<file path="src/rtl/imc_pkg.sv">
package imc_pkg;

    // ------------------------------------------------------------------
    // Clocking and time base
    // ------------------------------------------------------------------
    localparam int CLK_PERIOD_PS = 8000;
    localparam int TS_TICK_PS    = 8000;
    localparam int TS_TICK_RAW   = TS_TICK_PS / CLK_PERIOD_PS;
    localparam int TS_TICK_CYC   = (TS_TICK_RAW < 1) ? 1 : TS_TICK_RAW;

    // ------------------------------------------------------------------
    // Widths
    // ------------------------------------------------------------------
    localparam int TS_W   = 64;
    localparam int CNT_W  = 32;
    localparam int SNAP_W = 32;
    localparam int LINE_N = 4;
    localparam int PRE_W  = 8;

    // ------------------------------------------------------------------
    // Register offsets (byte addresses)
    // ------------------------------------------------------------------
    localparam logic [7:0] OFF_APPEND    = 8'h00;
    localparam logic [7:0] OFF_KIND_SEL  = 8'h04;
    localparam logic [7:0] OFF_KIND_ON   = 8'h08;
    localparam logic [7:0] OFF_CNT_CFG   = 8'h0c;
    localparam logic [7:0] OFF_CLEAR_CMD = 8'h10;
    localparam logic [7:0] OFF_STATUS    = 8'h14;
    localparam logic [7:0] OFF_TS_LO     = 8'h18;
    localparam logic [7:0] OFF_TS_HI     = 8'h1c;
    localparam logic [7:0] OFF_TRIG_CNT  = 8'h20;
    localparam logic [7:0] OFF_LINES     = 8'h24;

    // ------------------------------------------------------------------
    // Field positions
    // ------------------------------------------------------------------
    localparam int APPEND_BIT    = 0;
    localparam int KIND_SEL_LSB  = 0;
    localparam int KIND_ON_BIT   = 0;
    localparam int PICK_BIT      = 0;
    localparam int ORIGIN_LSB    = 4;
    localparam int CLEAR_SRC_LSB = 8;
    localparam int CMD_BIT       = 0;
    localparam int STAT_FREE_BIT = 0;
    localparam int STAT_ON_LSB   = 1;

    // ------------------------------------------------------------------
    // Encodings and reset values
    // ------------------------------------------------------------------
    typedef enum logic [1:0] {
        IMC_KIND_TS,
        IMC_KIND_CNT,
        IMC_KIND_LINES,
        IMC_KIND_RSVD
    } imc_kind_t;

    typedef enum logic [1:0] {
        IMC_CLR_OFF,
        IMC_CLR_LINE_ONE,
        IMC_CLR_LINE_TWO,
        IMC_CLR_SOFTWARE
    } imc_clear_t;

    localparam logic       PICK_TRIGGER_UNIT   = 1'b0;
    localparam logic [1:0] ORIGIN_FRAME_TRIG   = 2'h0;
    localparam logic       RST_APPEND          = 1'b0;
    localparam imc_kind_t  RST_KIND_SEL        = IMC_KIND_TS;
    localparam logic [2:0] RST_KIND_ON         = 3'h0;
    localparam logic       RST_PICK            = PICK_TRIGGER_UNIT;
    localparam logic [1:0] RST_ORIGIN          = ORIGIN_FRAME_TRIG;
    localparam imc_clear_t RST_CLEAR_SRC       = IMC_CLR_OFF;
    localparam logic [CNT_W-1:0] RST_TRIG_CNT  = 32'h0000_0000;
    localparam logic [TS_W-1:0]  RST_TS        = 64'h0000_0000_0000_0000;

endpackage : imc_pkg

</file>
<file path="src/rtl/imc_line_sync.sv">
`timescale 1ns/1ps

module imc_line_sync (
    input  wire logic                       i_clk_sys,  // System clock
    input  wire logic                       i_rstn,     // Async reset, active low
    input  wire logic [imc_pkg::LINE_N-1:0] i_pin,      // Raw line levels
    output logic      [imc_pkg::LINE_N-1:0] o_level,    // Synchronised levels
    output logic      [imc_pkg::LINE_N-1:0] o_rise      // One-cycle rising edge
);

    logic [imc_pkg::LINE_N-1:0] meta_ff;
    logic [imc_pkg::LINE_N-1:0] sync_ff;
    logic [imc_pkg::LINE_N-1:0] prev_ff;

    // ------------------------------------------------------------------
    // Two-stage synchroniser and edge detect per line
    // ------------------------------------------------------------------
    for (genvar g = 0; g < imc_pkg::LINE_N; g++) begin : g_line
        always_ff @(posedge i_clk_sys or negedge i_rstn) begin
            if (!i_rstn) begin
                meta_ff[g] <= 1'b0;
                sync_ff[g] <= 1'b0;
                prev_ff[g] <= 1'b0;
            end else begin
                meta_ff[g] <= i_pin[g];
                sync_ff[g] <= meta_ff[g];
                prev_ff[g] <= sync_ff[g];
            end
        end
        assign o_rise[g] = sync_ff[g] & ~prev_ff[g];
    end

    assign o_level = sync_ff;
endmodule : imc_line_sync

</file>
<file path="src/rtl/imc_trig_counter.sv">
`timescale 1ns/1ps

module imc_trig_counter (
    input  wire logic                      i_clk_sys, // System clock
    input  wire logic                      i_rstn,    // Async reset, active low
    input  wire logic                      i_count,   // Count one trigger
    input  wire logic                      i_clear,   // Clear request
    output logic      [imc_pkg::CNT_W-1:0] o_count    // Current count
);

    logic [imc_pkg::CNT_W-1:0] cnt_ff;
    logic [imc_pkg::CNT_W-1:0] nxt_cnt;

    // Clear then count: a trigger that meets a clear is the first of a new run
    always_comb begin
        nxt_cnt = cnt_ff;
        if (i_clear) begin
            nxt_cnt = imc_pkg::RST_TRIG_CNT;
        end
        if (i_count) begin
            nxt_cnt = nxt_cnt + 32'h0000_0001;
        end
    end

    always_ff @(posedge i_clk_sys or negedge i_rstn) begin
        if (!i_rstn) begin
            cnt_ff <= imc_pkg::RST_TRIG_CNT;
        end else begin
            cnt_ff <= nxt_cnt;
        end
    end

    assign o_count = cnt_ff;
endmodule : imc_trig_counter

</file>
<file path="src/rtl/imc_top.sv">
// Overview of operation
// 64-bit time stamp counts 8 ns ticks
// Time stamp restarts at reset
// Latch time stamp at trigger, append if on
// Per-kind enable only while append mode active
// Append mode off turns every kind off
// Software selects kind, then sets its enable
// Trigger count starts at 1, +1 per trigger
// Trigger count wraps to zero after maximum
// Free-run mode gives no trigger count
// Trigger count cleared to zero at power-off; here it is cleared when i_rstn is low
// Clear source: line one, two, software, off
// Clear source defaults to off after reset
// Software picks unit and event before clear source
// Software clear command clears trigger count
// Trigger count chunk appended when enabled
// Sample all line levels at each trigger
// Snapshot bit is line level at trigger
// Line snapshot chunk appended when enabled
// Fixed line-to-bit map, unused bits zero
// Line clears act once per synchronised edge
//
// Chosen here: the AHB-Lite interface to the registers and the register offsets.
`timescale 1ns/1ps

module imc_top (
    input  wire logic        i_clk_sys,      // System clock, 125 MHz
    input  wire logic        i_rstn,         // Async reset, active low
    // AHB-Lite slave
    input  wire logic        i_hsel,         // Slave select
    input  wire logic [31:0] i_haddr,        // Address
    input  wire logic [1:0]  i_htrans,       // Transfer type
    input  wire logic        i_hwrite,       // Write, not read
    input  wire logic [2:0]  i_hsize,        // Transfer size
    input  wire logic [31:0] i_hwdata,       // Write data
    input  wire logic        i_hready,       // Bus ready
    output logic             o_hreadyout,    // Slave ready
    output logic             o_hresp,        // Response, always OKAY
    output logic      [31:0] o_hrdata,       // Read data
    // Acquisition side
    input  wire logic        i_acq_trigger,  // Acquisition trigger pulse
    input  wire logic        i_free_run,     // Continuous free-running mode
    input  wire logic [1:0]  i_input_line,   // Input line one and two pins
    input  wire logic [1:0]  i_output_line,  // Output line levels, fed back
    // Toward payload assembly
    output logic             o_meta_valid,   // Chunk values valid, one cycle
    output logic             o_append_active,// Metadata append mode
    output logic             o_ts_on,        // Time stamp chunk enabled
    output logic             o_cnt_on,       // Trigger count chunk enabled
    output logic             o_lines_on,     // Line snapshot chunk enabled
    output logic      [63:0] o_ts_chunk,     // Latched time stamp
    output logic      [31:0] o_cnt_chunk,    // Trigger count for the image
    output logic      [31:0] o_lines_chunk   // Line level snapshot
);

    // ------------------------------------------------------------------
    // Declarations
    // ------------------------------------------------------------------
    logic                        wr_pend_ff, nxt_wr_pend;
    logic [7:0]                  wr_addr_ff, nxt_wr_addr;
    logic [31:0]                 hrdata_ff,  nxt_hrdata;
    logic [31:0]                 ts_hi_hold_ff, nxt_ts_hi_hold;
    logic                        append_ff,  nxt_append;
    imc_pkg::imc_kind_t          kind_sel_ff, nxt_kind_sel;
    logic [2:0]                  kind_on_ff, nxt_kind_on;
    logic                        pick_ff,    nxt_pick;
    logic [1:0]                  origin_ff,  nxt_origin;
    imc_pkg::imc_clear_t         clear_src_ff, nxt_clear_src;
    logic                        sw_clear;
    logic                        clear_req;
    logic [imc_pkg::PRE_W-1:0]   pre_ff,     nxt_pre;
    logic [imc_pkg::TS_W-1:0]    ts_ff,      nxt_ts;
    logic                        ts_tick;
    logic [imc_pkg::LINE_N-1:0]  line_lvl;
    logic [imc_pkg::LINE_N-1:0]  line_rise;
    logic [imc_pkg::CNT_W-1:0]   trig_cnt;
    logic [imc_pkg::SNAP_W-1:0]  snap_now;
    logic                        addr_phase;
    logic                        trig_d_ff,  nxt_trig_d;
    logic                        valid_ff,   nxt_valid;
    logic [63:0]                 ts_cap_ff,  nxt_ts_cap;
    logic [31:0]                 snap_cap_ff, nxt_snap_cap;
    logic [63:0]                 ts_out_ff,  nxt_ts_out;
    logic [31:0]                 cnt_out_ff, nxt_cnt_out;
    logic [31:0]                 snap_out_ff, nxt_snap_out;
    logic [2:0]                  on_sel;

    // ------------------------------------------------------------------
    // Line synchroniser and trigger counter
    // ------------------------------------------------------------------
    imc_line_sync u_line_sync (
        .i_clk_sys (i_clk_sys),
        .i_rstn    (i_rstn),
        .i_pin     ({i_output_line, i_input_line}),
        .o_level   (line_lvl),
        .o_rise    (line_rise)
    );

    // A trigger only counts outside free-run, where no external trigger exists
    imc_trig_counter u_trig_counter (
        .i_clk_sys (i_clk_sys),
        .i_rstn    (i_rstn),
        .i_count   (i_acq_trigger & ~i_free_run),
        .i_clear   (clear_req),
        .o_count   (trig_cnt)
    );

    always_comb begin
        unique case (clear_src_ff)
            imc_pkg::IMC_CLR_LINE_ONE: clear_req = line_rise[0];
            imc_pkg::IMC_CLR_LINE_TWO: clear_req = line_rise[1];
            imc_pkg::IMC_CLR_SOFTWARE: clear_req = sw_clear;
            imc_pkg::IMC_CLR_OFF:      clear_req = 1'b0;
        endcase
    end

    // Bit 0 line one, 1 line two, 2-3 output lines; the rest reads zero
    assign snap_now = {{(imc_pkg::SNAP_W - imc_pkg::LINE_N){1'b0}}, line_lvl};

    // ------------------------------------------------------------------
    // Time stamp counter
    // ------------------------------------------------------------------
    assign ts_tick = (pre_ff == imc_pkg::PRE_W'(imc_pkg::TS_TICK_CYC - 1));

    always_comb begin
        nxt_pre = ts_tick ? '0 : pre_ff + 8'h01;
        nxt_ts  = ts_tick ? ts_ff + 64'h0000_0000_0000_0001 : ts_ff;
    end

    always_ff @(posedge i_clk_sys or negedge i_rstn) begin
        if (!i_rstn) begin
            pre_ff <= '0;
            ts_ff  <= imc_pkg::RST_TS;
        end else begin
            pre_ff <= nxt_pre;
            ts_ff  <= nxt_ts;
        end
    end

    // ------------------------------------------------------------------
    // Trigger capture and chunk outputs
    // ------------------------------------------------------------------
    // Time stamp and lines are caught at the trigger edge; the count is
    // taken one cycle later so it already includes this trigger.
    always_comb begin
        nxt_trig_d   = i_acq_trigger;
        nxt_ts_cap   = i_acq_trigger ? ts_ff : ts_cap_ff;
        nxt_snap_cap = i_acq_trigger ? snap_now : snap_cap_ff;
        nxt_valid    = trig_d_ff;
        nxt_ts_out   = trig_d_ff ? ts_cap_ff : ts_out_ff;
        nxt_cnt_out  = trig_d_ff ? trig_cnt : cnt_out_ff;
        nxt_snap_out = trig_d_ff ? snap_cap_ff : snap_out_ff;
    end

    always_ff @(posedge i_clk_sys or negedge i_rstn) begin
        if (!i_rstn) begin
            trig_d_ff   <= 1'b0;
            valid_ff    <= 1'b0;
            ts_cap_ff   <= '0;
            snap_cap_ff <= '0;
            ts_out_ff   <= '0;
            cnt_out_ff  <= '0;
            snap_out_ff <= '0;
        end else begin
            trig_d_ff   <= nxt_trig_d;
            valid_ff    <= nxt_valid;
            ts_cap_ff   <= nxt_ts_cap;
            snap_cap_ff <= nxt_snap_cap;
            ts_out_ff   <= nxt_ts_out;
            cnt_out_ff  <= nxt_cnt_out;
            snap_out_ff <= nxt_snap_out;
        end
    end

    assign o_meta_valid    = valid_ff;
    assign o_append_active = append_ff;
    assign o_ts_on         = kind_on_ff[imc_pkg::IMC_KIND_TS];
    assign o_cnt_on        = kind_on_ff[imc_pkg::IMC_KIND_CNT] & ~i_free_run;
    assign o_lines_on      = kind_on_ff[imc_pkg::IMC_KIND_LINES];
    assign o_ts_chunk      = ts_out_ff;
    assign o_cnt_chunk     = cnt_out_ff;
    assign o_lines_chunk   = snap_out_ff;

    // ------------------------------------------------------------------
    // AHB-Lite slave, zero wait states
    // ------------------------------------------------------------------
    // Read data is fetched at the address phase, so a read that follows a
    // write to the same register with no idle between sees the old value.
    assign addr_phase  = i_hsel & i_hready & i_htrans[1];
    assign o_hreadyout = 1'b1;
    assign o_hresp     = 1'b0;
    assign o_hrdata    = hrdata_ff;

    always_comb begin
        unique case (kind_sel_ff)
            imc_pkg::IMC_KIND_TS:    on_sel = 3'b001;
            imc_pkg::IMC_KIND_CNT:   on_sel = 3'b010;
            imc_pkg::IMC_KIND_LINES: on_sel = 3'b100;
            imc_pkg::IMC_KIND_RSVD:  on_sel = 3'b000;
        endcase
    end

    always_comb begin
        nxt_wr_pend    = addr_phase & i_hwrite;
        nxt_wr_addr    = addr_phase ? i_haddr[7:0] : wr_addr_ff;
        nxt_hrdata     = hrdata_ff;
        nxt_ts_hi_hold = ts_hi_hold_ff;
        if (addr_phase && !i_hwrite) begin
            nxt_hrdata = 32'h0000_0000;
            if (i_haddr[31:8] == 24'h00_0000) begin
                unique case (i_haddr[7:0])
                    imc_pkg::OFF_APPEND:   nxt_hrdata[imc_pkg::APPEND_BIT] = append_ff;
                    imc_pkg::OFF_KIND_SEL: nxt_hrdata[imc_pkg::KIND_SEL_LSB +: 2] = kind_sel_ff;
                    imc_pkg::OFF_KIND_ON:
                        nxt_hrdata[imc_pkg::KIND_ON_BIT] = |(kind_on_ff & on_sel);
                    imc_pkg::OFF_CNT_CFG: begin
                        nxt_hrdata[imc_pkg::PICK_BIT]            = pick_ff;
                        nxt_hrdata[imc_pkg::ORIGIN_LSB +: 2]     = origin_ff;
                        nxt_hrdata[imc_pkg::CLEAR_SRC_LSB +: 2]  = clear_src_ff;
                    end
                    imc_pkg::OFF_STATUS: begin
                        nxt_hrdata[imc_pkg::STAT_FREE_BIT]       = i_free_run;
                        nxt_hrdata[imc_pkg::STAT_ON_LSB +: 3]    = kind_on_ff;
                    end
                    // Low word read freezes the high word for a tear-free pair
                    imc_pkg::OFF_TS_LO: begin
                        nxt_hrdata     = ts_ff[31:0];
                        nxt_ts_hi_hold = ts_ff[63:32];
                    end
                    imc_pkg::OFF_TS_HI:    nxt_hrdata = ts_hi_hold_ff;
                    imc_pkg::OFF_TRIG_CNT: nxt_hrdata = i_free_run ? 32'h0000_0000 : trig_cnt;
                    imc_pkg::OFF_LINES:    nxt_hrdata = snap_cap_ff;
                    default:               nxt_hrdata = 32'h0000_0000;
                endcase
            end
        end
    end

    // ------------------------------------------------------------------
    // Configuration registers
    // ------------------------------------------------------------------
    always_comb begin
        nxt_append    = append_ff;
        nxt_kind_sel  = kind_sel_ff;
        nxt_kind_on   = kind_on_ff;
        nxt_pick      = pick_ff;
        nxt_origin    = origin_ff;
        nxt_clear_src = clear_src_ff;
        sw_clear      = 1'b0;
        if (wr_pend_ff) begin
            unique case (wr_addr_ff)
                imc_pkg::OFF_APPEND: begin
                    nxt_append = i_hwdata[imc_pkg::APPEND_BIT];
                    if (!i_hwdata[imc_pkg::APPEND_BIT]) begin
                        nxt_kind_on = '0;
                    end
                end
                imc_pkg::OFF_KIND_SEL:
                    nxt_kind_sel = imc_pkg::imc_kind_t'(i_hwdata[imc_pkg::KIND_SEL_LSB +: 2]);
                imc_pkg::OFF_KIND_ON: begin
                    // Enabling is ignored unless append mode is already on
                    if (append_ff) begin
                        nxt_kind_on = i_hwdata[imc_pkg::KIND_ON_BIT] ?
                                      (kind_on_ff | on_sel) : (kind_on_ff & ~on_sel);
                    end
                end
                imc_pkg::OFF_CNT_CFG: begin
                    nxt_pick      = i_hwdata[imc_pkg::PICK_BIT];
                    nxt_origin    = i_hwdata[imc_pkg::ORIGIN_LSB +: 2];
                    nxt_clear_src =
                        imc_pkg::imc_clear_t'(i_hwdata[imc_pkg::CLEAR_SRC_LSB +: 2]);
                end
                imc_pkg::OFF_CLEAR_CMD:
                    sw_clear = i_hwdata[imc_pkg::CMD_BIT] &
                               (clear_src_ff == imc_pkg::IMC_CLR_SOFTWARE);
                default: ;
            endcase
        end
    end

    always_ff @(posedge i_clk_sys or negedge i_rstn) begin
        if (!i_rstn) begin
            wr_pend_ff    <= 1'b0;
            wr_addr_ff    <= 8'h00;
            hrdata_ff     <= 32'h0000_0000;
            ts_hi_hold_ff <= 32'h0000_0000;
            append_ff     <= imc_pkg::RST_APPEND;
            kind_sel_ff   <= imc_pkg::RST_KIND_SEL;
            kind_on_ff    <= imc_pkg::RST_KIND_ON;
            pick_ff       <= imc_pkg::RST_PICK;
            origin_ff     <= imc_pkg::RST_ORIGIN;
            clear_src_ff  <= imc_pkg::RST_CLEAR_SRC;
        end else begin
            wr_pend_ff    <= nxt_wr_pend;
            wr_addr_ff    <= nxt_wr_addr;
            hrdata_ff     <= nxt_hrdata;
            ts_hi_hold_ff <= nxt_ts_hi_hold;
            append_ff     <= nxt_append;
            kind_sel_ff   <= nxt_kind_sel;
            kind_on_ff    <= nxt_kind_on;
            pick_ff       <= nxt_pick;
            origin_ff     <= nxt_origin;
            clear_src_ff  <= nxt_clear_src;
        end
    end
endmodule : imc_top

</file>
<file path="config.mk">
export PLATFORM = sky130hd
export DESIGN_NAME = imc_top
export DESIGN_NICKNAME = d
export VERILOG_FILES = /design/src/rtl/imc_pkg.sv /design/src/rtl/imc_line_sync.sv /design/src/rtl/imc_trig_counter.sv /design/src/rtl/imc_top.sv
export SDC_FILE = /design/constraint.sdc
export NUM_CORES = 1
export LEC_CHECK = 0
export BUFFER_PORTS_ARGS = -buffer_cell sky130_fd_sc_hd__buf_4
export CAP_MARGIN = 20
export CORE_ASPECT_RATIO = 1.2
export CORE_MARGIN = 2
export CORE_UTILIZATION = 40
export CTS_CLUSTER_SIZE = 30
export DETAILED_ROUTE_END_ITERATION = 12
export PLACE_DENSITY_LB_ADDON = 0.15
export SETUP_SLACK_MARGIN = 0.2
export SYNTH_ARGS = -nofsm -noshare
export SYNTH_HDL_FRONTEND = slang
export SYNTH_SLANG_ARGS = --single-unit
</file>
<file path="constraint.sdc">
create_clock -name i_clk_sys -period 4.48 [get_ports i_clk_sys]
set_input_delay 0.224 -clock i_clk_sys [delete_from_list [all_inputs] [get_ports i_clk_sys]]
set_output_delay 0.224 -clock i_clk_sys [all_outputs]
set_load 0.005 [all_outputs]
</file>
### Word level (Yosys, flattened, before mapping)

Cells that the tools add are included.

| cells by class | value |
|---|---|
| add/sub/neg operators | 3 |
| eq/ne operators | 20 |
| muxes and demuxes | 20 |
| bitwise logic cells | 15 |
| reductions and logical operators | 15 |

Operators by type and width:

| kind | count |
|---|---|
| $mux W32 | 4 |
| $pmux W22 S3 | 1 |
| $add A64 B1 Y64 const B | 1 |
| $add A32 B1 Y32 const B | 1 |
| $eq A8 B4 Y1 const B | 4 |
| $eq A8 B5 Y1 const B | 4 |
| $logic_not A24 Y1 | 1 |
| $logic_not A8 Y1 | 3 |
| $eq A8 B3 Y1 const B | 2 |
| $eq A8 B6 Y1 const B | 2 |
| $pmux W2 S4 | 2 |
| $pmux W3 S4 | 1 |
| $pmux W2 S5 | 1 |
| $mux W3 | 3 |
| $pmux W1 S9 | 1 |
| $add A8 B1 Y8 const B | 1 |
| $and A1 B1 Y1 | 8 |
| $eq A2 B2 Y1 const B | 4 |
| $mux W8 | 1 |
| $and A3 B3 Y3 | 2 |
| $pmux W1 S6 | 1 |
| $pmux W2 S3 | 1 |
| $pmux W3 S2 | 1 |
| $reduce_and A2 Y1 | 3 |
| 14 further kinds | 20 |

| word-level totals | value |
|---|---|
| bits in registers | 368 |
| input bits | 80 |
| output and inout port bits | 167 |
| logic and storage cells | 103 |

### Depth between registers and ports, before layout

Gate-level depths: netlist (run 1).

| depth | value |
|---|---|
| depth after elaboration | 8 |
| mapped depth | 11 |
| depth with buffers taken out | 10 |

### By module

From an unflattened synthesis (run 1), not the netlist that was laid out.

| second synthesis, totals | value |
|---|---|
| cell total of the unflattened synthesis | 1,282 |
| area, all modules | 16,274.4 sq um |

Modules (own cells, without submodules):

| module | instances | cells an instance | area an instance (sq um) | sequential area each (sq um) |
|---|---|---|---|---|
| imc_top | 1 | 1,090 | 14,202.4 | 8,157.8 |
| imc_trig_counter | 1 | 176 | 1,716.6 | 800.8 |
| imc_line_sync | 1 | 16 | 355.3 | 300.3 |

### Least setup slack after synthesis (run 1)

OpenSTA, ideal clock, no wires.

| path | value |
|---|---|
| path kind | reg-to-reg |
| start point | reg wr_addr_ff[1] |
| end point | reg u_trig_counter.cnt_ff (netlist bit u_trig_counter.o_count[14]) |
| setup time | 121 ps |
| data arrival time | 2,437 ps |
| required time | 4,359 ps |
| setup slack | 1,922 ps |
| cell stages (with the launch flop) | 12 |
| path buffers | 1 |
| period minus slack after synthesis | 2,558 ps |
| cell sequence | dfrtp_1 or3b_2 or3_1 o21ai_1 buf_2 nor2_1 ha_1 nand3_1 nor3_2 nand4_1 xor2_1 nor2_1 |

| between the ends | value |
|---|---|
| longest elaborated chain between the ends | 7 |

Ends and longest elaborated chain:

| element | line | text |
|---|---|---|
| from (decl) | imc_top.sv:60 | `logic [7:0] wr_addr_ff, nxt_wr_addr;` |
| from (signal assigned) | imc_top.sv:295 | `wr_addr_ff <= nxt_wr_addr;` |
| $eq A8 B5 Y1 (*) | imc_top.sv:251 | `unique case (wr_addr_ff)` |
| $mux W1 (*) | imc_top.sv:251 |  |
| $mux W1 (*) | imc_top.sv:250 | `if (wr_pend_ff) begin` |
| $pmux W1 S4 (*) | imc_top.sv:109 | `unique case (clear_src_ff)` |
| $mux W32 (*) | imc_trig_counter.sv:17 | `if (i_clear) begin` |
| $add A32 B1 Y32 | imc_trig_counter.sv:21 | `nxt_cnt = nxt_cnt + 32'h0000_0001;` |
| $mux W32 (*) | imc_trig_counter.sv:20 | `if (i_count) begin` |
| named net u_trig_counter.nxt_cnt, one bit | imc_trig_counter.sv:12 | `logic [imc_pkg::CNT_W-1:0] nxt_cnt;` |
| to (signal assigned) | imc_trig_counter.sv:27 | `cnt_ff <= imc_pkg::RST_TRIG_CNT;` |
| to (signal assigned) | imc_trig_counter.sv:29 | `cnt_ff <= nxt_cnt;` |
| to (decl) | imc_trig_counter.sv:11 | `logic [imc_pkg::CNT_W-1:0] cnt_ff;` |

The timed path passes the listed nets; every way through them passes the cells marked *.
A chain may end at the register's enable or synchronous reset.

### Final worst setup path (run 1)

| path | value |
|---|---|
| start point | reg wr_addr_ff[1] |
| end point | reg u_trig_counter.cnt_ff (netlist bit u_trig_counter.o_count[18]) |

The elaborated chain is that of the path after synthesis.

==> results.md, run 1 <==
* Total via count after detailed routing at 10400
* Layout cells sized above 1 at 0.331
* Number of buffers added on ports at 186
* Final cycle utilization of the critical path at 0.645
* Root buf cell: clkbuf_16
* Commonest register cell after synthesis: dfrtp_1
* Setup tns final at 0 ps
* DR pass1 iterations at 5
* Number of design rule violations left after detail routing at 0
* TritonCTS clock tree: built
* Sw Share at 0.219
* Sinks on the clock net at 368
* Ys async rst share at 1.00
* Die height at 223 um
* Clock group share of total power at 0.468
* Most used standard cells in the synthesized netlist: 368 x dfrtp_1, 212 x mux2_2, 95 x nor2_1, 82 x nand2_1, 55 x xnor2_1
* GRT Total Usage at 0.184
* Boundary Pins at 247
* Number of cells produced by synthesis at 1284
* Share of power burned in registers at 0.481
* Antenna violations before repair at 0
* Transition time at the pin with the least slew margin at 1090 ps
* Global-route wire length before repair at 59.9 mm
* Minimum clock period at 2890 ps
* Peak supply drop at 234 uV
* Sum of net half-perimeters after detailed placement at 26.0 mm
* Total power divided by cell area at 374 mW/mm^2
* Synth cell types at 68
* Top achievable clock speed at 346 MHz
* Buffers inserted during post-CTS setup optimization at 0
* Largest net degree at the start of global routing at 111
* Final Wtd Congestion at 0.822
* Total count of hold-check failures in the final report at 0
* Total grt overflow at 0
* Synthesis-stage register bit count at 368
* Count of flip-flops with a built-in enable after synthesis at 0
* Horiz. Die Dim at 186 um
* Arrival time at the worst endpoint at 3300 ps
* Number of vias per cell at 5.09
* Power Internal at 5.62 mW
* Die outline area at 0.0415 mm^2
* Area growth from synthesis to layout at 20.7%
* Required time reported for the critical path endpoint at 4890 ps
* Clock Skews at 13.7 ps
* Clock transition at the registers of the reported paths at 60 ps
* Cell with the most instances after synthesis: dfrtp_1
* Crit path capture type: flip-flop
* Psw at 1.58 mW
* Drt initial violations at 446
* Portion of total power attributed to combinational logic at 0.051
* Top cells by area in the synthesized netlist: dfrtp_1 58%, mux2_2 15%, xnor2_1 3.0%
* Setup repair after global routing missed its margin: no
* Leakage power summed over all cells at 9.24 nW
* Launching element type of the critical path: flip-flop
* Status: finished clean
* Largest driver fanout on the critical path at 33
* Synth Warn # at 0
* Vias in the first global route at 10600
* Max Transition Viols Final at 0
* Leading area contributor after synthesis: dfrtp_1
* Startpoint-to-endpoint class of the critical path: reg2reg
* Diodes inserted at 0
* Filler instances at 3585
* Headroom to the max-slew limit at 0.268
* Max H-tree Level at 2
* Number of CTS-inserted buffers at 39
* Post-synth design cell area at 0.0159 mm^2
* WL final at 37.5 mm
* Buffer levels on the longest clock path at 3
* Starting utilization of the core area at 0.403
* Post-synth top area share at 0.578
* Number of violations of the max-capacitance limit at 0
* Type of the most critical hold path: in2reg
* Nets at 1562
* Sequential share of the synthesized area at 0.578
* Latest clock arrival within the worst-skew pair at 540 ps
* Tightest hold margin at 43.7 ps
* Post-DRT Antenna Nets at 0
* Wirelength per Cell at 18.4 um
* Row cnt at 80
* Setup-violating endpoint count in the final report at 0
* Average footprint of a synthesized cell at 12.4 um^2
* Area of the core at 0.0395 mm^2
==> through the flow <==
step	instances	area, um^2	setup slack [ps]	power, mW	utilization
2_1_floorplan	1312	16000	1920	3.69	-
6_report	2036	19200	1590	7.19	0.487
3_5_place_dp	1953	17700	1590	3.88	0.449
3_3_place_gp	1953	17700	1610	3.87	0.449
5_1_grt	2036	19200	1420	7.44	0.487
4_1_cts	2035	19200	1590	7.28	0.486
==> critical path, cell delays in order, from the launching register on <==
cell and delay [ps]:
dfrtp_1 370, or3b_2 520, or3_1 360, o21ai_2 140, buf_4 360, nor2_1 130, ha_1 220, nand3_1 150
nor3_2 140, nand3_1 140, xor2_1 160, nor2_1 60
==> power groups by stage <==
| stage | Combinational, mW | Sequential (mW) | Clock, mW |
|---|---|---|---|
| after floorplan | 0.202 | 3.49 | 0 |
| after global placement | 0.356 | 3.52 | 0 |
| after detailed placement | 0.364 | 3.52 | 0 |
| after CTS | 0.376 | 3.46 | 3.45 |
| after global routing | 0.412 | 3.46 | 3.56 |
| final | 0.367 | 3.46 | 3.37 |
==> repair_timing <==
| action | CTS | global route |
|---|---|---|
| hold endpoints to repair | 118 | 0 |
| gates resized for setup | 0 | 0 |
| hold buffers | 16 | 0 |
==> flip-flops by register name (all words and copies together), names as in the netlist, 2 cells and up <==
register	flops
u_line_sync.o_level	4
origin_ff	2
kind_sel_ff	2
o_lines_chunk	4
clear_src_ff	2
o_ts_chunk	64
ts_cap_ff	64
o_cnt_chunk	32
u_trig_counter.o_count	32
o_hrdata	32
u_line_sync.meta_ff	4
ts_hi_hold_ff	32
pre_ff	8
u_line_sync.prev_ff	2
kind_on_ff	3
snap_cap_ff	4
ts_ff	64
wr_addr_ff	8
==> per-layer routing <==
| metal | share of wire | wire length, um | global-route usage | vias to the layer above |
|---|---|---|---|---|
| li1 | - | - | - | 4839 |
| met1 | 0.46 | 17400 | 0.262 | 5192 |
| met2 | 0.47 | 17500 | 0.289 | 279 |
| met3 | 0.049 | 1860 | 0.0300 | 47 |
| met4 | 0.022 | 808 | 0.0551 | 0 |
| met5 | 0 | 0 | 0 | - |
==> final timing paths <==
kind	cells past startpoint	start	endpoint	slack [ps]
worst max-delay path	11	wr_addr_ff[1]	u_trig_counter.o_count[18]	1590
min in group asynchronous	2	i_rstn	o_ts_chunk[4]	300
worst min-delay path	2	i_haddr[5]	wr_addr_ff[5]	40
worst min register to register	0	u_line_sync.meta_ff[2]	u_line_sync.o_level[2]	340
worst max register to register	11	wr_addr_ff[1]	u_trig_counter.o_count[18]	1590
max in group asynchronous	3	i_rstn	ts_cap_ff[43]	2960
==> cell families after synthesis <==
group / after synthesis / share of synthesized area
other cells: 2 / 0.000471
fa+ha+maj: 4 / 0.00314
simple gates: 364 / 0.122
flops: 368 / 0.578
xor+xnor: 100 / 0.0554
compound gates: 94 / 0.0352
buf+inv: 106 / 0.0353
mux: 246 / 0.171
==> area by class of cell <==
class	count	area, um^2	area share
Clock buffer	57	1190	0.0616
Clock inverter	9	145	0.00754
Inverter	16	60.1	0.00312
Multi-Input combinational cell	838	6280	0.327
Sequential cell	368	9210	0.479
Tap cell	533	667	0.0347
Timing Repair Buffer	215	1690	0.0878
==> cell usage in the layout, fill, tap and decap left out, drive strengths merged, types with 22 or more instances in the layout <==
cell / netlist / final
nand2: 83 / 83
o21ai: 38 / 38
mux2: 212 / 212
dfrtp: 368 / 368
clkbuf: 40 / 57
buf: 50 / 199
mux2i: 34 / 34
nand3: 40 / 40
xnor2: 56 / 56
nor2: 95 / 95
conb: 2 / 30
nor4: 22 / 22
a21oi: 32 / 32
xor2: 44 / 44
nand4: 39 / 39
Power figures use the tool's default switching activity.
==> inputs of run 2 (changes only) <==
ABC_AREA = 1   (was unset)
clock period = 2.6 ns   (was 4.48 ns; I/O delays follow)
==> results.md, run 2 <==
* Status: finished clean
* Type of the most critical hold path: in2reg
* Met2 usage at 0.375 (+0.0861)
* Wirelength per Cell at 19.3 um (+4.6%)
* Die height at 230 um (+3.2%)
* Worst Slack Setup Final at 357 ps (-1230 ps)
* Number of design rule violations left after detail routing at 0 (unchanged)
* Finished layout cell area at 0.0208 mm^2 (+7.9%)
* Headroom to the max-slew limit at 0.474 (+0.206)
* Root buf cell: clkbuf_16
* Worst Setup Slack post-DPL at 269 ps (-1320 ps)
* Minimum clock period at 2240 ps (-645 ps)
* Largest net degree at the start of global routing at 69 (-38%)
* Setup tns final at 0 ps (unchanged)
* Final cycle utilization of the critical path at 0.863 (+0.218)
* Number of buffers added on ports at 186 (unchanged)
* Clock group share of total power at 0.442 (-0.026)
* Leading cell type in the layout, fill and taps excluded: dfrtp_1
* Buffer levels on the longest clock path at 3 (unchanged)
* Leakage power summed over all cells at 9.41 nW (+1.8%)
* Area of the core at 0.0419 mm^2 (+5.9%)
* Nets at 2175 (+39%)
* Clock Skews at 24.6 ps (+11.0 ps)
* Max Transition Viols Final at 0 (unchanged)
* DR pass1 iterations at 7 (+2)
* Top cells by area in the synthesized netlist: dfrtp_1 54%, nand2_1 7.0%, nor2_1 5.2%
* Most used cells in the layout excluding fill and tap cells: 367 x dfrtp_1, 317 x nand2_1, 227 x nor2_1, 219 x buf_4, 180 x inv_1
* Number of violations of the max-capacitance limit at 0 (unchanged)
* Count of flip-flops with a built-in enable after synthesis at 0 (unchanged)
* Sequential share of the synthesized area at 0.541 (-0.0363)
* Final Util at 0.496 (+0.00937)
* Setup repair after global routing missed its margin: yes
* Number of CTS-inserted buffers at 40 (+2.6%)
* Antenna violations before repair at 2 (+2)
* Cell with the most instances after synthesis: dfrtp_1
* Startpoint-to-endpoint class of the critical path: reg2reg
* Vias in the first global route at 13600 (+28%)
* Ys async rst share at 1.00 (unchanged)
* Leading area contributor after synthesis: dfrtp_1
* Post-DRT Antenna Nets at 0 (unchanged)
* Share of power burned in registers at 0.477 (-0.004)
* Post-synth design cell area at 0.0170 mm^2 (+6.7%)
* Power Internal at 9.87 mW (+76%)
* Average footprint of a synthesized cell at 9.13 um^2 (-26%)
* Total grt overflow at 0 (unchanged)
* Max H-tree Level at 2 (unchanged)
* Most used standard cells in the synthesized netlist: 368 x dfrtp_1, 319 x nand2_1, 234 x nor2_1, 180 x inv_1, 105 x a21oi_1
* Launching element type of the critical path: flip-flop
* Transition time at the pin with the least slew margin at 784 ps (-304 ps)
* TritonCTS clock tree: built
* Commonest register cell after synthesis: dfrtp_1
* Total via count after detailed routing at 13600 (+32%)
* Required time reported for the critical path endpoint at 3040 ps (-1850 ps)
* Largest driver fanout on the critical path at 5 (-85%)
* Total power divided by cell area at 626 mW/mm^2 (+68%)
* Boundary Pins at 247 (unchanged)
* WL final at 51.4 mm (+37%)
* Arrival time at the worst endpoint at 2690 ps (-610 ps)
* Busiest grt layer: met2
* Top achievable clock speed at 446 MHz (+29%)
* Peak supply drop at 510 uV (+120%)
* Clock transition at the registers of the reported paths at 60 ps (about the same)
* Drt initial violations at 880 (+97%)
* Sinks on the clock net at 368 (unchanged)
* Met1 usage at 0.310 (+0.0490)
* Row cnt at 82 (+2.5%)
* Horiz. Die Dim at 192 um (+3.2%)
* GRT Total Usage at 0.234 (+0.0505)
* Number of vias per cell at 5.12 (+0.57%)
* Post-synth top area share at 0.541 (-0.0363)
* Starting utilization of the core area at 0.406 (+0.00319)
* Total count of hold-check failures in the final report at 0 (unchanged)
* Synth Warn # at 0 (unchanged)
* Portion of total power attributed to combinational logic at 0.081 (+0.030)
* Synth cell types at 46 (-32%)
* Sw Share at 0.241 (+0.0213)
* Global-route wire length before repair at 78.9 mm (+32%)
* Setup-violating endpoint count in the final report at 0 (unchanged)
* Area growth from synthesis to layout at 22.1%
* Placed instance area at 0.0191 mm^2 (+7.6%)
* Number of cells produced by synthesis at 1863 (+45%)
* Sum of net half-perimeters after detailed placement at 38.5 mm (+48%)
* Layout cells sized above 1 at 0.214 (-0.117)
* Synthesis-stage register bit count at 368 (unchanged)
* Met3 track demand over resource at 0.0382 (+0.00816)
* Die outline area at 0.0442 mm^2 (+6.6%)
* Latest clock arrival within the worst-skew pair at 550 ps (about the same)
* Final Wtd Congestion at 0.947 (+15%)
* Diodes inserted at 0 (unchanged)
* Filler instances at 3993 (+11%)
* Crit path capture type: flip-flop
* Psw at 3.13 mW (+98%)
run 2: cell count changes in the layout (fill, tap and decap cells not counted), sizes merged, moves of 38 or more:
cell | previous run | this run
nand3 | 40 | 78
inv | 16 | 201
a21oi | 32 | 105
nand2 | 83 | 324
o21ai | 38 | 116
xnor2 | 56 | 6
nor3 | 16 | 64
nor2 | 95 | 251
mux2 | 212 | 76
run 2: path summary, 6_finish.rpt:
| kind | start | to | slack, ps | cells past startpoint |
|---|---|---|---|---|
| worst max-delay path | clear_src_ff[1] | u_trig_counter.o_count[12] | 360 | 15 |
| worst max register to register | clear_src_ff[1] | u_trig_counter.o_count[12] | 360 | 15 |
| min in group asynchronous | i_rstn | o_cnt_chunk[1] | 130 | 2 |
| worst min-delay path | i_hready | wr_pend_ff | 50 | 3 |
| worst min register to register | u_line_sync.meta_ff[3] | u_line_sync.o_level[3] | 350 | 0 |
| max in group asynchronous | i_rstn | ts_ff[29] | 1620 | 3 |
run 2: kinds of logic (layout without fill, tap and decap cells):
| family | after synthesis | in the layout | synth area share |
|---|---|---|---|
| AND/OR/NAND/NOR | 785 | 785 | 0.210 |
| flip-flops | 368 | 368 | 0.541 |
| buffers and inverters | 290 | 518 | 0.0721 |
| AO/OA/AOI/OAI | 258 | 258 | 0.0822 |
| XOR/XNOR | 80 | 80 | 0.0412 |
| multiplexers | 76 | 76 | 0.0503 |
| adder cells (fa/ha/maj) | 4 | 4 | 0.00294 |
| other | 2 | 30 | 0.000441 |
run 2: worst max-delay path, cell delays in order, from the launching register on:
cell	delay, ps
dfrtp_1	410
nand2_2	100
nor2_1	80
nand3_4	90
nand2_4	90
nor2_4	150
ha_4	160
nand2_1	50
inv_1	50
nand4_1	160
nor2_4	180
nand3_2	120
nor2_2	140
buf_4	130
xor2_1	160
inv_1	60
run 2: timing repair:
| action | 4_1_cts | 5_1_grt |
|---|---|---|
| hold buffers | 21 | 0 |
| gates resized for setup | 0 | 15 |
| hold endpoints to repair | 106 | 0 |
| setup endpoints to repair | 0 | 18 |
| buffers inserted | 0 | 8 |
run 2: per-stage QoR:
stage	total power [mW]	cells	hold WS, ps
CTS	13.1	2657	27.2
global placement	7.30	2566	132
floorplan	6.74	1891	-166
global route	13.5	2665	90.9
detailed placement	7.32	2566	133
finish	13.0	2665	52.4
run 2: layout make-up:
type                    instances  area (um^2)  share of cell area
clock buffers                  55         1200              0.0578
clock inverters                15          136             0.00657
inverters                     199          747              0.0360
multi-input cells            1233         6770               0.326
flip-flops and latches        368         9210               0.444
well taps                     546          683              0.0329
repair buffers                249         2020              0.0973
run 2: layer usage:
metal / share of wire / up-vias
li1: - / 6523
met1: 0.43 / 6562
met2: 0.46 / 424
met3: 0.057 / 121
met4: 0.049 / 4
met5: 0.00045 / -
run 2: power by group through the flow:
| stage | combinational, mW | clock, mW | sequential [mW] |
|---|---|---|---|
| finish | 1.06 | 5.74 | 6.20 |
| global route | 1.18 | 6.09 | 6.24 |
| CTS | 1.04 | 5.87 | 6.21 |
| detailed placement | 1.01 | 0 | 6.31 |
| global placement | 0.998 | 0 | 6.30 |
| floorplan | 0.471 | 0 | 6.26 |
